$ cat src/core/mov_exec_pkg.sv
// constants, opcodes and register map of the byte move / multiply load executor
package mov_exec_pkg;

	localparam int WORD_W   = 16;
	localparam int TAG_BIT  = 16;
	localparam int ACC_NUM  = 8;
	localparam int ACC_IW   = 3;
	localparam int IDX_NUM  = 8;

	// opcode field, instruction bits 16..10
	localparam logic [6:0] OP_MAC_LOAD     = 7'h34;
	localparam logic [6:0] OP_MAC_LOAD_STR = 7'h35;
	localparam logic [6:0] OP_BYTE_LOAD    = 7'h26;
	localparam logic [6:0] OP_BYTE_STORE   = 7'h28;
	localparam logic [6:0] OP_BSTR_LOAD    = 7'h27;
	localparam logic [6:0] OP_BSTR_STORE   = 7'h29;
	localparam logic [6:0] OP_BYTE_ACC_IMM = 7'h51;
	localparam logic [6:0] OP_BYTE_MR_IMM  = 7'h57;
	// bits 16..11 for the index register immediate form
	localparam logic [5:0] OP_BYTE_IDX_IMM = 6'h2E;

	// addressing form, operand field bits 7..6
	localparam logic [1:0] AM_DIRECT   = 2'h0;
	localparam logic [1:0] AM_LONG_REL = 2'h1;
	localparam logic [1:0] AM_INDIRECT = 2'h2;
	localparam logic [1:0] AM_REG_REL  = 2'h3;

	localparam logic [15:0] LEN_SHORT = 16'h0001;
	localparam logic [15:0] LEN_LONG  = 16'h0002;

	// register byte offsets
	localparam logic [6:0] OFS_CTRL   = 7'h00;
	localparam logic [6:0] OFS_STATUS = 7'h04;
	localparam logic [6:0] OFS_PC     = 7'h08;
	localparam logic [6:0] OFS_MR     = 7'h0C;
	localparam logic [6:0] OFS_PH     = 7'h10;
	localparam logic [6:0] OFS_ACC0   = 7'h20;
	localparam logic [6:0] OFS_IDX0   = 7'h40;

	// control fields
	localparam int CTRL_RUN_BIT = 0;
	localparam int CTRL_LEN_LSB = 4;
	localparam int CTRL_LEN_W   = 3;

	// status fields
	localparam int ST_TAG   = 0;
	localparam int ST_OV    = 1;
	localparam int ST_SIGN  = 2;
	localparam int ST_ZERO  = 3;
	localparam int ST_CARRY = 4;
	localparam int ST_RCF   = 5;
	localparam int ST_RZF   = 6;
	localparam int ST_XSF   = 7;
	localparam int ST_XZF   = 8;
	localparam int ST_BUSY  = 9;
	localparam int ST_ILL   = 10;

	localparam logic [15:0] PC_RESET      = 16'h0000;
	localparam logic [2:0]  STR_LEN_RESET = 3'h1;

	typedef enum logic [6:0] {
		ST_IDLE   = 7'b0000001,
		ST_FETCH  = 7'b0000010,
		ST_DECODE = 7'b0000100,
		ST_EXT    = 7'b0001000,
		ST_ADDR   = 7'b0010000,
		ST_MEM    = 7'b0100000,
		ST_DONE   = 7'b1000000
	} exec_state_t;

endpackage

$ cat src/core/operand_address_gen.sv
// forms the data memory byte address of a memory operand
`timescale 1ns/1ps
module operand_address_gen (
	input  wire logic [7:0]       adrs_in,
	input  wire logic [15:0]      ext_word_in,
	input  wire logic [7:0][15:0] idx_in,
	output logic      [15:0]      addr_out,
	output logic                  needs_ext_out
);
	logic [1:0] mode;
	logic [2:0] sel_a;
	logic [2:0] sel_b;

	assign mode  = adrs_in[7:6];
	assign sel_a = adrs_in[5:3];
	assign sel_b = adrs_in[2:0];

	always_comb begin
		addr_out      = 16'h0000;
		needs_ext_out = 1'b0;
		case (mode)
			mov_exec_pkg::AM_DIRECT: begin
				addr_out      = ext_word_in;
				needs_ext_out = 1'b1;
			end
			mov_exec_pkg::AM_LONG_REL: begin
				addr_out      = idx_in[sel_b] + ext_word_in;
				needs_ext_out = 1'b1;
			end
			mov_exec_pkg::AM_INDIRECT: begin
				addr_out = idx_in[sel_b];
			end
			mov_exec_pkg::AM_REG_REL: begin
				addr_out = idx_in[sel_a] + idx_in[sel_b];
			end
			default: begin
				addr_out = 16'h0000;
			end
		endcase
	end
endmodule // operand_address_gen

$ cat src/core/byte_move_and_mac_load_exec.sv
// executor for byte moves, byte string moves and multiply operand loads with add
`timescale 1ns/1ps
module byte_move_and_mac_load_exec (
	input  wire logic        clk_sys_in,
	input  wire logic        rst_in,
	input  wire logic [6:0]  avs_address_in,
	input  wire logic        avs_read_in,
	input  wire logic        avs_write_in,
	input  wire logic [31:0] avs_writedata_in,
	output logic      [31:0] avs_readdata_out,
	output logic             avs_waitrequest_out,
	output logic             prog_rd_out,
	output logic      [15:0] prog_addr_out,
	input  wire logic [16:0] prog_data_in,
	input  wire logic        prog_ack_in,
	output logic             dmem_req_out,
	output logic             dmem_we_out,
	output logic      [15:0] dmem_addr_out,
	output logic      [7:0]  dmem_wdata_out,
	input  wire logic [16:0] dmem_rdata_in,
	input  wire logic        dmem_ack_in
);
	mov_exec_pkg::exec_state_t state_q;
	logic [15:0]                pc_q;
	logic [16:0]                instr_q;
	logic [15:0]                ext_q;
	logic [2:0]                 cnt_q;
	logic                       run_q;
	logic [2:0]                 str_len_q;
	logic [15:0]                prog_addr_q;
	logic [15:0]                dmem_addr_q;
	logic [7:0]                 dmem_wdata_q;
	logic [15:0]                accumulator_n_q [mov_exec_pkg::ACC_NUM];
	logic [15:0]                multiplier_operand_reg_q;
	logic [15:0]                product_high_reg_q;
	logic [7:0][15:0]           idx_q;
	logic                       tag_flag_q, overflow_flag_q, sign_flag_q;
	logic                       zero_flag_q, carry_flag_q, aux_reg_carry_flag_q;
	logic                       aux_reg_zero_flag_q, ext_sign_flag_q, ext_zero_flag_q;
	logic                       illegal_q;
	logic                       bus_ack_q;
	logic [31:0]                rdata_q;

	localparam int ACC_IW_L = mov_exec_pkg::ACC_IW;
	logic [6:0]  opcode;
	logic [1:0]  an;
	logic [7:0]  imm8;
	logic [7:0]  idx_imm;
	logic [2:0]  idx_sel;
	logic        is_maph, is_maphs, is_bld, is_bst, is_bsld, is_bsst;
	logic        is_acc_imm, is_mr_imm, is_idx_imm, is_mem, is_str;
	logic        needs_ext;
	logic [15:0] op_addr;
	logic [15:0] instr_len;
	logic        mem_done;
	logic        last_elem;
	logic [ACC_IW_L-1:0] acc_base;
	logic [ACC_IW_L-1:0] acc_elem;
	logic [ACC_IW_L-1:0] acc_next;
	logic [7:0]  rd_byte;
	logic [15:0] add_a;
	logic [16:0] add_sum;
	logic        add_ov;

	assign opcode     = instr_q[16:10];
	assign an         = instr_q[9:8];
	assign imm8       = instr_q[7:0];
	assign idx_imm    = {instr_q[7:5], instr_q[10:8], instr_q[1:0]};
	assign idx_sel    = instr_q[4:2];
	assign is_maph    = opcode == mov_exec_pkg::OP_MAC_LOAD;
	assign is_maphs   = opcode == mov_exec_pkg::OP_MAC_LOAD_STR;
	assign is_bld     = opcode == mov_exec_pkg::OP_BYTE_LOAD;
	assign is_bst     = opcode == mov_exec_pkg::OP_BYTE_STORE;
	assign is_bsld    = opcode == mov_exec_pkg::OP_BSTR_LOAD;
	assign is_bsst    = opcode == mov_exec_pkg::OP_BSTR_STORE;
	assign is_acc_imm = opcode == mov_exec_pkg::OP_BYTE_ACC_IMM;
	assign is_mr_imm  = opcode == mov_exec_pkg::OP_BYTE_MR_IMM;
	assign is_idx_imm = instr_q[16:11] == mov_exec_pkg::OP_BYTE_IDX_IMM;
	assign is_str     = is_bsld | is_bsst;
	assign is_mem     = is_maph | is_maphs | is_bld | is_bst | is_str;
	assign instr_len  = (is_mem && needs_ext) ? mov_exec_pkg::LEN_LONG
	                                          : mov_exec_pkg::LEN_SHORT;
	operand_address_gen u_addr (
		.adrs_in       (instr_q[7:0]),
		.ext_word_in   (ext_q),
		.idx_in        (idx_q),
		.addr_out      (op_addr),
		.needs_ext_out (needs_ext)
	);
	assign acc_base = ACC_IW_L'({1'b0, an});
	assign acc_elem = acc_base + cnt_q;
	assign acc_next = acc_elem + ACC_IW_L'(1);
	assign mem_done = (state_q == mov_exec_pkg::ST_MEM) && dmem_ack_in;
	assign last_elem = !is_str || (cnt_q == str_len_q);
	// low byte at even byte address
	assign rd_byte = dmem_addr_q[0] ? dmem_rdata_in[15:8] : dmem_rdata_in[7:0];

	assign add_a   = is_maphs ? accumulator_n_q[acc_base + ACC_IW_L'(1)]
	                          : accumulator_n_q[acc_base];
	assign add_sum = {1'b0, add_a} + {1'b0, product_high_reg_q};
	assign add_ov  = (add_a[15] == product_high_reg_q[15]) && (add_sum[15] != add_a[15]);

	// bus: one wait state; architectural state only while idle
	logic bus_req;
	logic bus_grant;
	logic bus_do;
	logic arch_ofs;
	assign bus_req   = avs_read_in | avs_write_in;
	assign arch_ofs  = avs_address_in >= mov_exec_pkg::OFS_PC;
	assign bus_grant = !arch_ofs || (state_q == mov_exec_pkg::ST_IDLE);
	assign bus_do    = bus_req && bus_ack_q;
	assign avs_waitrequest_out = bus_req && !bus_ack_q;
	assign avs_readdata_out    = rdata_q;
	always_ff @(posedge clk_sys_in or posedge rst_in) begin
		if (rst_in) begin
			bus_ack_q <= 1'b0;
			rdata_q   <= 32'h00000000;
		end else begin
			bus_ack_q <= bus_req && bus_grant && !bus_ack_q;
			if (bus_req && bus_grant && !bus_ack_q) begin
				rdata_q <= 32'h00000000;
				if (avs_address_in == mov_exec_pkg::OFS_CTRL) begin
					rdata_q[mov_exec_pkg::CTRL_RUN_BIT] <= run_q;
					rdata_q[mov_exec_pkg::CTRL_LEN_LSB +: mov_exec_pkg::CTRL_LEN_W] <= str_len_q;
				end else if (avs_address_in == mov_exec_pkg::OFS_STATUS) begin
					rdata_q[10:0] <= {illegal_q, state_q != mov_exec_pkg::ST_IDLE,
						ext_zero_flag_q, ext_sign_flag_q, aux_reg_zero_flag_q,
						aux_reg_carry_flag_q, carry_flag_q, zero_flag_q, sign_flag_q,
						overflow_flag_q, tag_flag_q};
				end else if (avs_address_in == mov_exec_pkg::OFS_PC) begin
					rdata_q[15:0] <= pc_q;
				end else if (avs_address_in == mov_exec_pkg::OFS_MR) begin
					rdata_q[15:0] <= multiplier_operand_reg_q;
				end else if (avs_address_in == mov_exec_pkg::OFS_PH) begin
					rdata_q[15:0] <= product_high_reg_q;
				end else if (avs_address_in[6:5] == 2'h1 && avs_address_in[1:0] == 2'h0) begin
					rdata_q[15:0] <= accumulator_n_q[avs_address_in[4:2]];
				end else if (avs_address_in[6:5] == 2'h2 && avs_address_in[1:0] == 2'h0) begin
					rdata_q[15:0] <= idx_q[avs_address_in[4:2]];
				end
			end
		end
	end
	// control register and sticky illegal opcode bit
	always_ff @(posedge clk_sys_in or posedge rst_in) begin
		if (rst_in) begin
			run_q     <= 1'b0;
			str_len_q <= mov_exec_pkg::STR_LEN_RESET;
			illegal_q <= 1'b0;
		end else begin
			if (bus_do && avs_write_in && avs_address_in == mov_exec_pkg::OFS_CTRL) begin
				run_q     <= avs_writedata_in[mov_exec_pkg::CTRL_RUN_BIT];
				str_len_q <= avs_writedata_in[mov_exec_pkg::CTRL_LEN_LSB +: mov_exec_pkg::CTRL_LEN_W];
			end
			// set wins over write-one-to-clear
			if (state_q == mov_exec_pkg::ST_DECODE && !is_mem && !is_acc_imm &&
			    !is_mr_imm && !is_idx_imm) begin
				illegal_q <= 1'b1;
			end else if (bus_do && avs_write_in && avs_address_in == mov_exec_pkg::OFS_STATUS &&
			             avs_writedata_in[mov_exec_pkg::ST_ILL]) begin
				illegal_q <= 1'b0;
			end
		end
	end
	// sequencer, program counter and memory request registers
	always_ff @(posedge clk_sys_in or posedge rst_in) begin
		if (rst_in) begin
			state_q      <= mov_exec_pkg::ST_IDLE;
			pc_q         <= mov_exec_pkg::PC_RESET;
			instr_q      <= 17'h00000;
			ext_q        <= 16'h0000;
			cnt_q        <= 3'h0;
			prog_addr_q  <= 16'h0000;
			dmem_addr_q  <= 16'h0000;
			dmem_wdata_q <= 8'h00;
		end else begin
			case (state_q)
				mov_exec_pkg::ST_IDLE: begin
					if (bus_do && avs_write_in && avs_address_in == mov_exec_pkg::OFS_PC) begin
						pc_q <= avs_writedata_in[15:0];
					end else if (run_q && !bus_req) begin
						prog_addr_q <= pc_q;
						state_q     <= mov_exec_pkg::ST_FETCH;
					end
				end
				mov_exec_pkg::ST_FETCH: begin
					if (prog_ack_in) begin
						instr_q <= prog_data_in;
						state_q <= mov_exec_pkg::ST_DECODE;
					end
				end
				mov_exec_pkg::ST_DECODE: begin
					cnt_q <= 3'h0;
					if (is_mem && needs_ext) begin
						prog_addr_q <= pc_q + 16'h0001;
						state_q     <= mov_exec_pkg::ST_EXT;
					end else if (is_mem) begin
						state_q <= mov_exec_pkg::ST_ADDR;
					end else begin
						state_q <= mov_exec_pkg::ST_DONE;
					end
				end
				mov_exec_pkg::ST_EXT: begin
					if (prog_ack_in) begin
						ext_q   <= prog_data_in[15:0];
						state_q <= mov_exec_pkg::ST_ADDR;
					end
				end
				mov_exec_pkg::ST_ADDR: begin
					dmem_addr_q  <= op_addr;
					dmem_wdata_q <= accumulator_n_q[acc_base][7:0];
					state_q      <= mov_exec_pkg::ST_MEM;
				end
				mov_exec_pkg::ST_MEM: begin
					if (dmem_ack_in) begin
						if (last_elem) begin
							state_q <= mov_exec_pkg::ST_DONE;
						end else begin
							cnt_q        <= cnt_q + 3'h1;
							dmem_addr_q  <= dmem_addr_q + 16'h0001;
							dmem_wdata_q <= accumulator_n_q[acc_next][7:0];
						end
					end
				end
				mov_exec_pkg::ST_DONE: begin
					pc_q    <= pc_q + instr_len;
					state_q <= mov_exec_pkg::ST_IDLE;
				end
				default: begin
					state_q <= mov_exec_pkg::ST_IDLE;
				end
			endcase
		end
	end
	assign prog_rd_out    = (state_q == mov_exec_pkg::ST_FETCH) || (state_q == mov_exec_pkg::ST_EXT);
	assign prog_addr_out  = prog_addr_q;
	assign dmem_req_out   = state_q == mov_exec_pkg::ST_MEM;
	assign dmem_we_out    = (state_q == mov_exec_pkg::ST_MEM) && (is_bst || is_bsst);
	assign dmem_addr_out  = dmem_addr_q;
	assign dmem_wdata_out = dmem_wdata_q;
	// accumulators
	always_ff @(posedge clk_sys_in or posedge rst_in) begin
		if (rst_in) begin
			for (int i = 0; i < mov_exec_pkg::ACC_NUM; i++)
				accumulator_n_q[i] <= 16'h0000;
		end else begin
			if (bus_do && avs_write_in && avs_address_in[6:5] == 2'h1 &&
			    avs_address_in[1:0] == 2'h0) begin
				accumulator_n_q[avs_address_in[4:2]] <= avs_writedata_in[15:0];
			end else if (mem_done && is_maph) begin
				accumulator_n_q[acc_base] <= add_sum[15:0];
			end else if (mem_done && is_maphs) begin
				accumulator_n_q[acc_base + ACC_IW_L'(1)] <= add_sum[15:0];
			end else if (mem_done && is_bld) begin
				accumulator_n_q[acc_base] <= {8'h00, rd_byte};
			end else if (mem_done && is_bsld) begin
				accumulator_n_q[acc_elem] <= {8'h00, rd_byte};
			end else if (state_q == mov_exec_pkg::ST_DECODE && is_acc_imm) begin
				accumulator_n_q[acc_base] <= {8'h00, imm8};
			end
		end
	end
	// multiplier operand, product high and index registers
	always_ff @(posedge clk_sys_in or posedge rst_in) begin
		if (rst_in) begin
			multiplier_operand_reg_q <= 16'h0000;
			product_high_reg_q       <= 16'h0000;
			idx_q                    <= '0;
		end else begin
			if (bus_do && avs_write_in && avs_address_in == mov_exec_pkg::OFS_MR) begin
				multiplier_operand_reg_q <= avs_writedata_in[15:0];
			end else if (mem_done && (is_maph || is_maphs)) begin
				multiplier_operand_reg_q <= dmem_rdata_in[15:0];
			end else if (state_q == mov_exec_pkg::ST_DECODE && is_mr_imm) begin
				multiplier_operand_reg_q <= {8'h00, imm8};
			end
			if (bus_do && avs_write_in && avs_address_in == mov_exec_pkg::OFS_PH) begin
				product_high_reg_q <= avs_writedata_in[15:0];
			end
			if (bus_do && avs_write_in && avs_address_in[6:5] == 2'h2 &&
			    avs_address_in[1:0] == 2'h0) begin
				idx_q[avs_address_in[4:2]] <= avs_writedata_in[15:0];
			end else if (state_q == mov_exec_pkg::ST_DECODE && is_idx_imm) begin
				idx_q[idx_sel] <= {8'h00, idx_imm};
			end
		end
	end

	// status flags; the operand register immediate form touches none
	always_ff @(posedge clk_sys_in or posedge rst_in) begin
		if (rst_in) begin
			{tag_flag_q, overflow_flag_q, sign_flag_q, zero_flag_q, carry_flag_q} <= 5'h00;
			{aux_reg_carry_flag_q, aux_reg_zero_flag_q, ext_sign_flag_q, ext_zero_flag_q} <= 4'h0;
		end else if (mem_done && (is_maph || is_maphs)) begin
			tag_flag_q      <= dmem_rdata_in[mov_exec_pkg::TAG_BIT];
			overflow_flag_q <= add_ov;
			sign_flag_q     <= add_sum[15];
			zero_flag_q     <= add_sum[15:0] == 16'h0000;
			carry_flag_q    <= add_sum[16];
		end else if (mem_done && (is_bld || is_bsld)) begin
			tag_flag_q      <= dmem_rdata_in[mov_exec_pkg::TAG_BIT];
			overflow_flag_q <= 1'b0;
			sign_flag_q     <= 1'b0;
			carry_flag_q    <= 1'b0;
			zero_flag_q     <= (rd_byte == 8'h00) && (cnt_q == 3'h0 || zero_flag_q);
		end else if (mem_done && (is_bst || is_bsst)) begin
			ext_sign_flag_q <= dmem_wdata_q[7];
			ext_zero_flag_q <= (dmem_wdata_q == 8'h00) && (cnt_q == 3'h0 || ext_zero_flag_q);
		end else if (state_q == mov_exec_pkg::ST_DECODE && is_acc_imm) begin
			overflow_flag_q <= 1'b0;
			sign_flag_q     <= 1'b0;
			carry_flag_q    <= 1'b0;
			zero_flag_q     <= imm8 == 8'h00;
		end else if (state_q == mov_exec_pkg::ST_DECODE && is_idx_imm) begin
			aux_reg_carry_flag_q <= 1'b0;
			aux_reg_zero_flag_q  <= idx_imm == 8'h00;
		end
	end

endmodule // byte_move_and_mac_load_exec

$ cat config.mk
export PLATFORM = sky130hd
export DESIGN_NAME = byte_move_and_mac_load_exec
export DESIGN_NICKNAME = d
export VERILOG_FILES = /design/src/core/mov_exec_pkg.sv /design/src/core/operand_address_gen.sv /design/src/core/byte_move_and_mac_load_exec.sv
export SDC_FILE = /design/constraint.sdc
export NUM_CORES = 2
export LEC_CHECK = 0
export CAP_MARGIN = 0
export CELL_PAD_IN_SITES_DETAIL_PLACEMENT = 0
export CELL_PAD_IN_SITES_GLOBAL_PLACEMENT = 1
export CORE_ASPECT_RATIO = 0.8
export CORE_MARGIN = 3
export CORE_UTILIZATION = 46
export DETAILED_ROUTE_END_ITERATION = 7
export DONT_BUFFER_PORTS = 1
export PLACE_DENSITY_LB_ADDON = 0.1
export SYNTH_ARGS = -nofsm -noshare
export SYNTH_HDL_FRONTEND = slang
export SYNTH_SLANG_ARGS = --single-unit
$ cat constraint.sdc
create_clock -name clk_sys_in -period 13.2 [get_ports clk_sys_in]
set_input_delay 1.98 -clock clk_sys_in [delete_from_list [all_inputs] [get_ports clk_sys_in]]
set_output_delay 1.98 -clock clk_sys_in [all_outputs]
set_load 0.01 [all_outputs]
==> impl_metrics.tcl <==
set metrics [dict create \
    synth_common_cells "dfrtp_1, nand2_1, nor2_1" \
    min_period_ps 6354 \
    critPathCaptureType "register" \
    fmax_mhz 157.4 \
    synth_area_leader_cell "dfrtp_1" \
    required_ps 13740 \
    crit_buf_inv 3 \
    drive_gt1_share_pct 17.17 \
    ant_nets 0 \
    ys_top_cells_by_area "dfrtp_1, mux4_2, nand2_1, mux2i_1, nor2_1" \
    multi_input_area_um2 18080 \
    path_clk_slew_ps 60 \
    syn-cell-area_um2 29700 \
    worstPathCellList "buf_4 > inv_1 > ha_2 > buf_4 > mux4_2 > mux2i_1 > a21oi_1 > ha_1 > fa_1 > a211oi_1 > o21ai_0 > a211oi_1 > a21oi_1 > xnor2_1 > nor4b_2 > a31o_1" \
    postCtsResizedCells 0 \
    pin_count 155 \
    dp_hpwl_um 88550 \
    grt_pass1_wl_um 187300 \
    clk_latency_ps 600 \
    yosysUniqueCellTypes 101 \
    async_reset_ff_share_pct 100.0 \
    nets 3056 \
    design.die.area_um2 67670 \
    p_leak_nw 12.66 \
    detail_route.wl_per_cell_um 34.47 \
    power_density_nw_per_um2 105.5 \
    synth_top_cell_area_share_pct 34.97 \
    fillers 5803 \
    rows 82 \
    finalMaxSlewViolations 0 \
    postCtsHoldBufs 0 \
    period_share_pct 48.13 \
    hold_viol 0 \
    via_per_inst 7.217 \
    synth_edf_count 0 \
    die_w_um 290.1 \
    seq_area_um2 10450 \
    crit_path_max_incr_delay_ps 840 \
    io_buffers 0 \
    critPathMaxFanout 36 \
    cap_violations 0 \
    place_congestion 0.9982 \
    finClkSkew_ps 15.94 \
    finalSetupViolCount 0 \
    vias 27470 \
    rsz0062_at_grt "false" \
    avgSynthCellArea_um2 9.656 \
    cts_inserted_buffers 48 \
    slowest_stage "xnor2_1" \
    first_pass_iters 6 \
    critical_path.top_delay_family "compound AO/OA/AOI/OAI gates" \
    slew-limit-headroom_pct 12.83 \
    drc 0 \
    final_core_util_pct 50.43 \
    outcome "completed" \
    place_area_um2 30330 \
    clockBufferDepth 3 \
    worst_slew_pin_slew_ps 1306 \
    grt_pass1_vias 25850 \
    final_cell_area_um2 31930 \
    overflow 0 \
    yosysMostFrequentCell "dfrtp_1" \
    cts_tree "yes" \
    ys_warn_count 0 \
    syn2layout_area_growth_pct 7.490 \
    start_kind "register" \
    cp.arrival_ps 6890 \
    synthFlopType "dfrtp_1" \
    hp-class "register to register" \
    die_y_um 233.3 \
    crit_type "register to register" \
    antenna_found_initial 6 \
    ys_seq_area_share_pct 35.14 \
    wl_um 131200 \
    track_usage_pct 37.85 \
    post-cts-setup-buffers 0 \
    cts-root-buf "clkbuf_16" \
    ir_drop_uv 91.22 \
    grt_max_degree 159 \
    synthCells 3076 \
    ys_seq_elements 417 \
    initial_core_util_pct 46.92 \
    tns_ps 0 \
    drt_iter0_drc 4026 \
    cts_sinks 417 \
    core_um2 63300 \
    h-tree-depth 2 \
]
## layer usage
layer  share of wire [%]  vias to the layer above  GRT usage [%]
li1                    -                    11410              -
met1                  41                    13920          52.84
met2                  41                     1822          53.20
met3                  14                      309          15.17
met4                 3.9                        8          12.97
met5               0.073                        -              0
## worst paths after layout
check,slack [ps],to,cells past startpoint,startpoint
min in group asynchronous,1350,accumulator_n_q[29],1,rst_in
min,480,multiplier_operand_reg_q[11],2,multiplier_operand_reg_q[11]
max,6850,zero_flag_q,16,instr_q[9]
min reg2reg,480,multiplier_operand_reg_q[11],2,multiplier_operand_reg_q[11]
max in group asynchronous,9300,instr_q[1],4,rst_in
max reg2reg,6850,zero_flag_q,16,instr_q[9]
## cells in the final DEF (no fill, tap or decap), types with 49 or more instances in the layout
cell type	instances
buf_4	77
mux4_2	192
a22o_1	63
mux2_2	88
dfrtp_1	410
nand2_1	334
o21ai_1	57
nand3_1	133
o21ai_0	137
nor2_1	259
a22oi_1	82
a21oi_1	188
clkbuf_16	49
a31oi_1	80
mux2i_1	111
## state kept, by name, indices dropped and copies added, names as in the netlist, 3 cells and up
register and cells:
product_high_reg_q 16, instr_q 17, dmem_wdata_out 8, idx_q 128
cnt_q 3, multiplier_operand_reg_q 16, avs_readdata_out 16, str_len_q 3
ext_q 16, accumulator_n_q 128, state_q 7, dmem_addr_out 16
prog_addr_out 16, pc_q 16
## area by class of cell
class | instances | area share, %
Antenna cell | 2 | 0.01568
Clock inverter | 6 | 0.3370
Inverter | 40 | 0.4860
Multi-Input combinational cell | 2343 | 56.63
Clock buffer | 80 | 4.644
Tap cell | 840 | 3.292
Sequential cell | 417 | 32.72
Timing Repair Buffer | 78 | 1.873
## power by group
group / internal, mW / total (mW) / switching, mW
combinational: 0.203 / 0.516 / 0.313
clock: 0.818 / 1.39 / 0.569
sequential: 1.36 / 1.47 / 0.106
total: 2.38 / 3.37 / 0.988
## worst reg2reg max path, stage by stage (launching register included)
cell,delay [ps]
dfrtp_1,320
buf_4,530
inv_1,300
ha_2,400
buf_4,570
mux4_2,430
mux2i_1,160
a21oi_1,90
ha_1,260
fa_1,550
a211oi_1,420
o21ai_0,220
a211oi_1,490
a21oi_1,160
xnor2_1,840
nor4b_2,380
a31o_1,170
## through the flow
| step | cells | worst slack (ps) | hold slack (ps) | total power, mW |
|---|---|---|---|---|
| final | 3806 | 6846 | 482.8 | 3.369 |
| after detailed placement | 3718 | 7144 | 469.2 | 1.988 |
| after floorplan | 3091 | 5598 | 438.6 | 1.836 |
| after CTS | 3804 | 7096 | 482.5 | 3.369 |
| after global placement | 3718 | 7139 | 456.0 | 1.974 |
| after global routing | 3804 | 6568 | 514.1 | 3.482 |
## cells by family after synthesis
| family | synth area share (%) |
|---|---|
| buf+inv | 4.760 |
| fa+ha+maj | 2.165 |
| mux | 21.64 |
| compound gates | 19.93 |
| simple gates | 14.93 |
| xor+xnor | 1.415 |
| other cells | 0.01263 |
| flops | 35.14 |
Power figures use the tool's default switching activity.
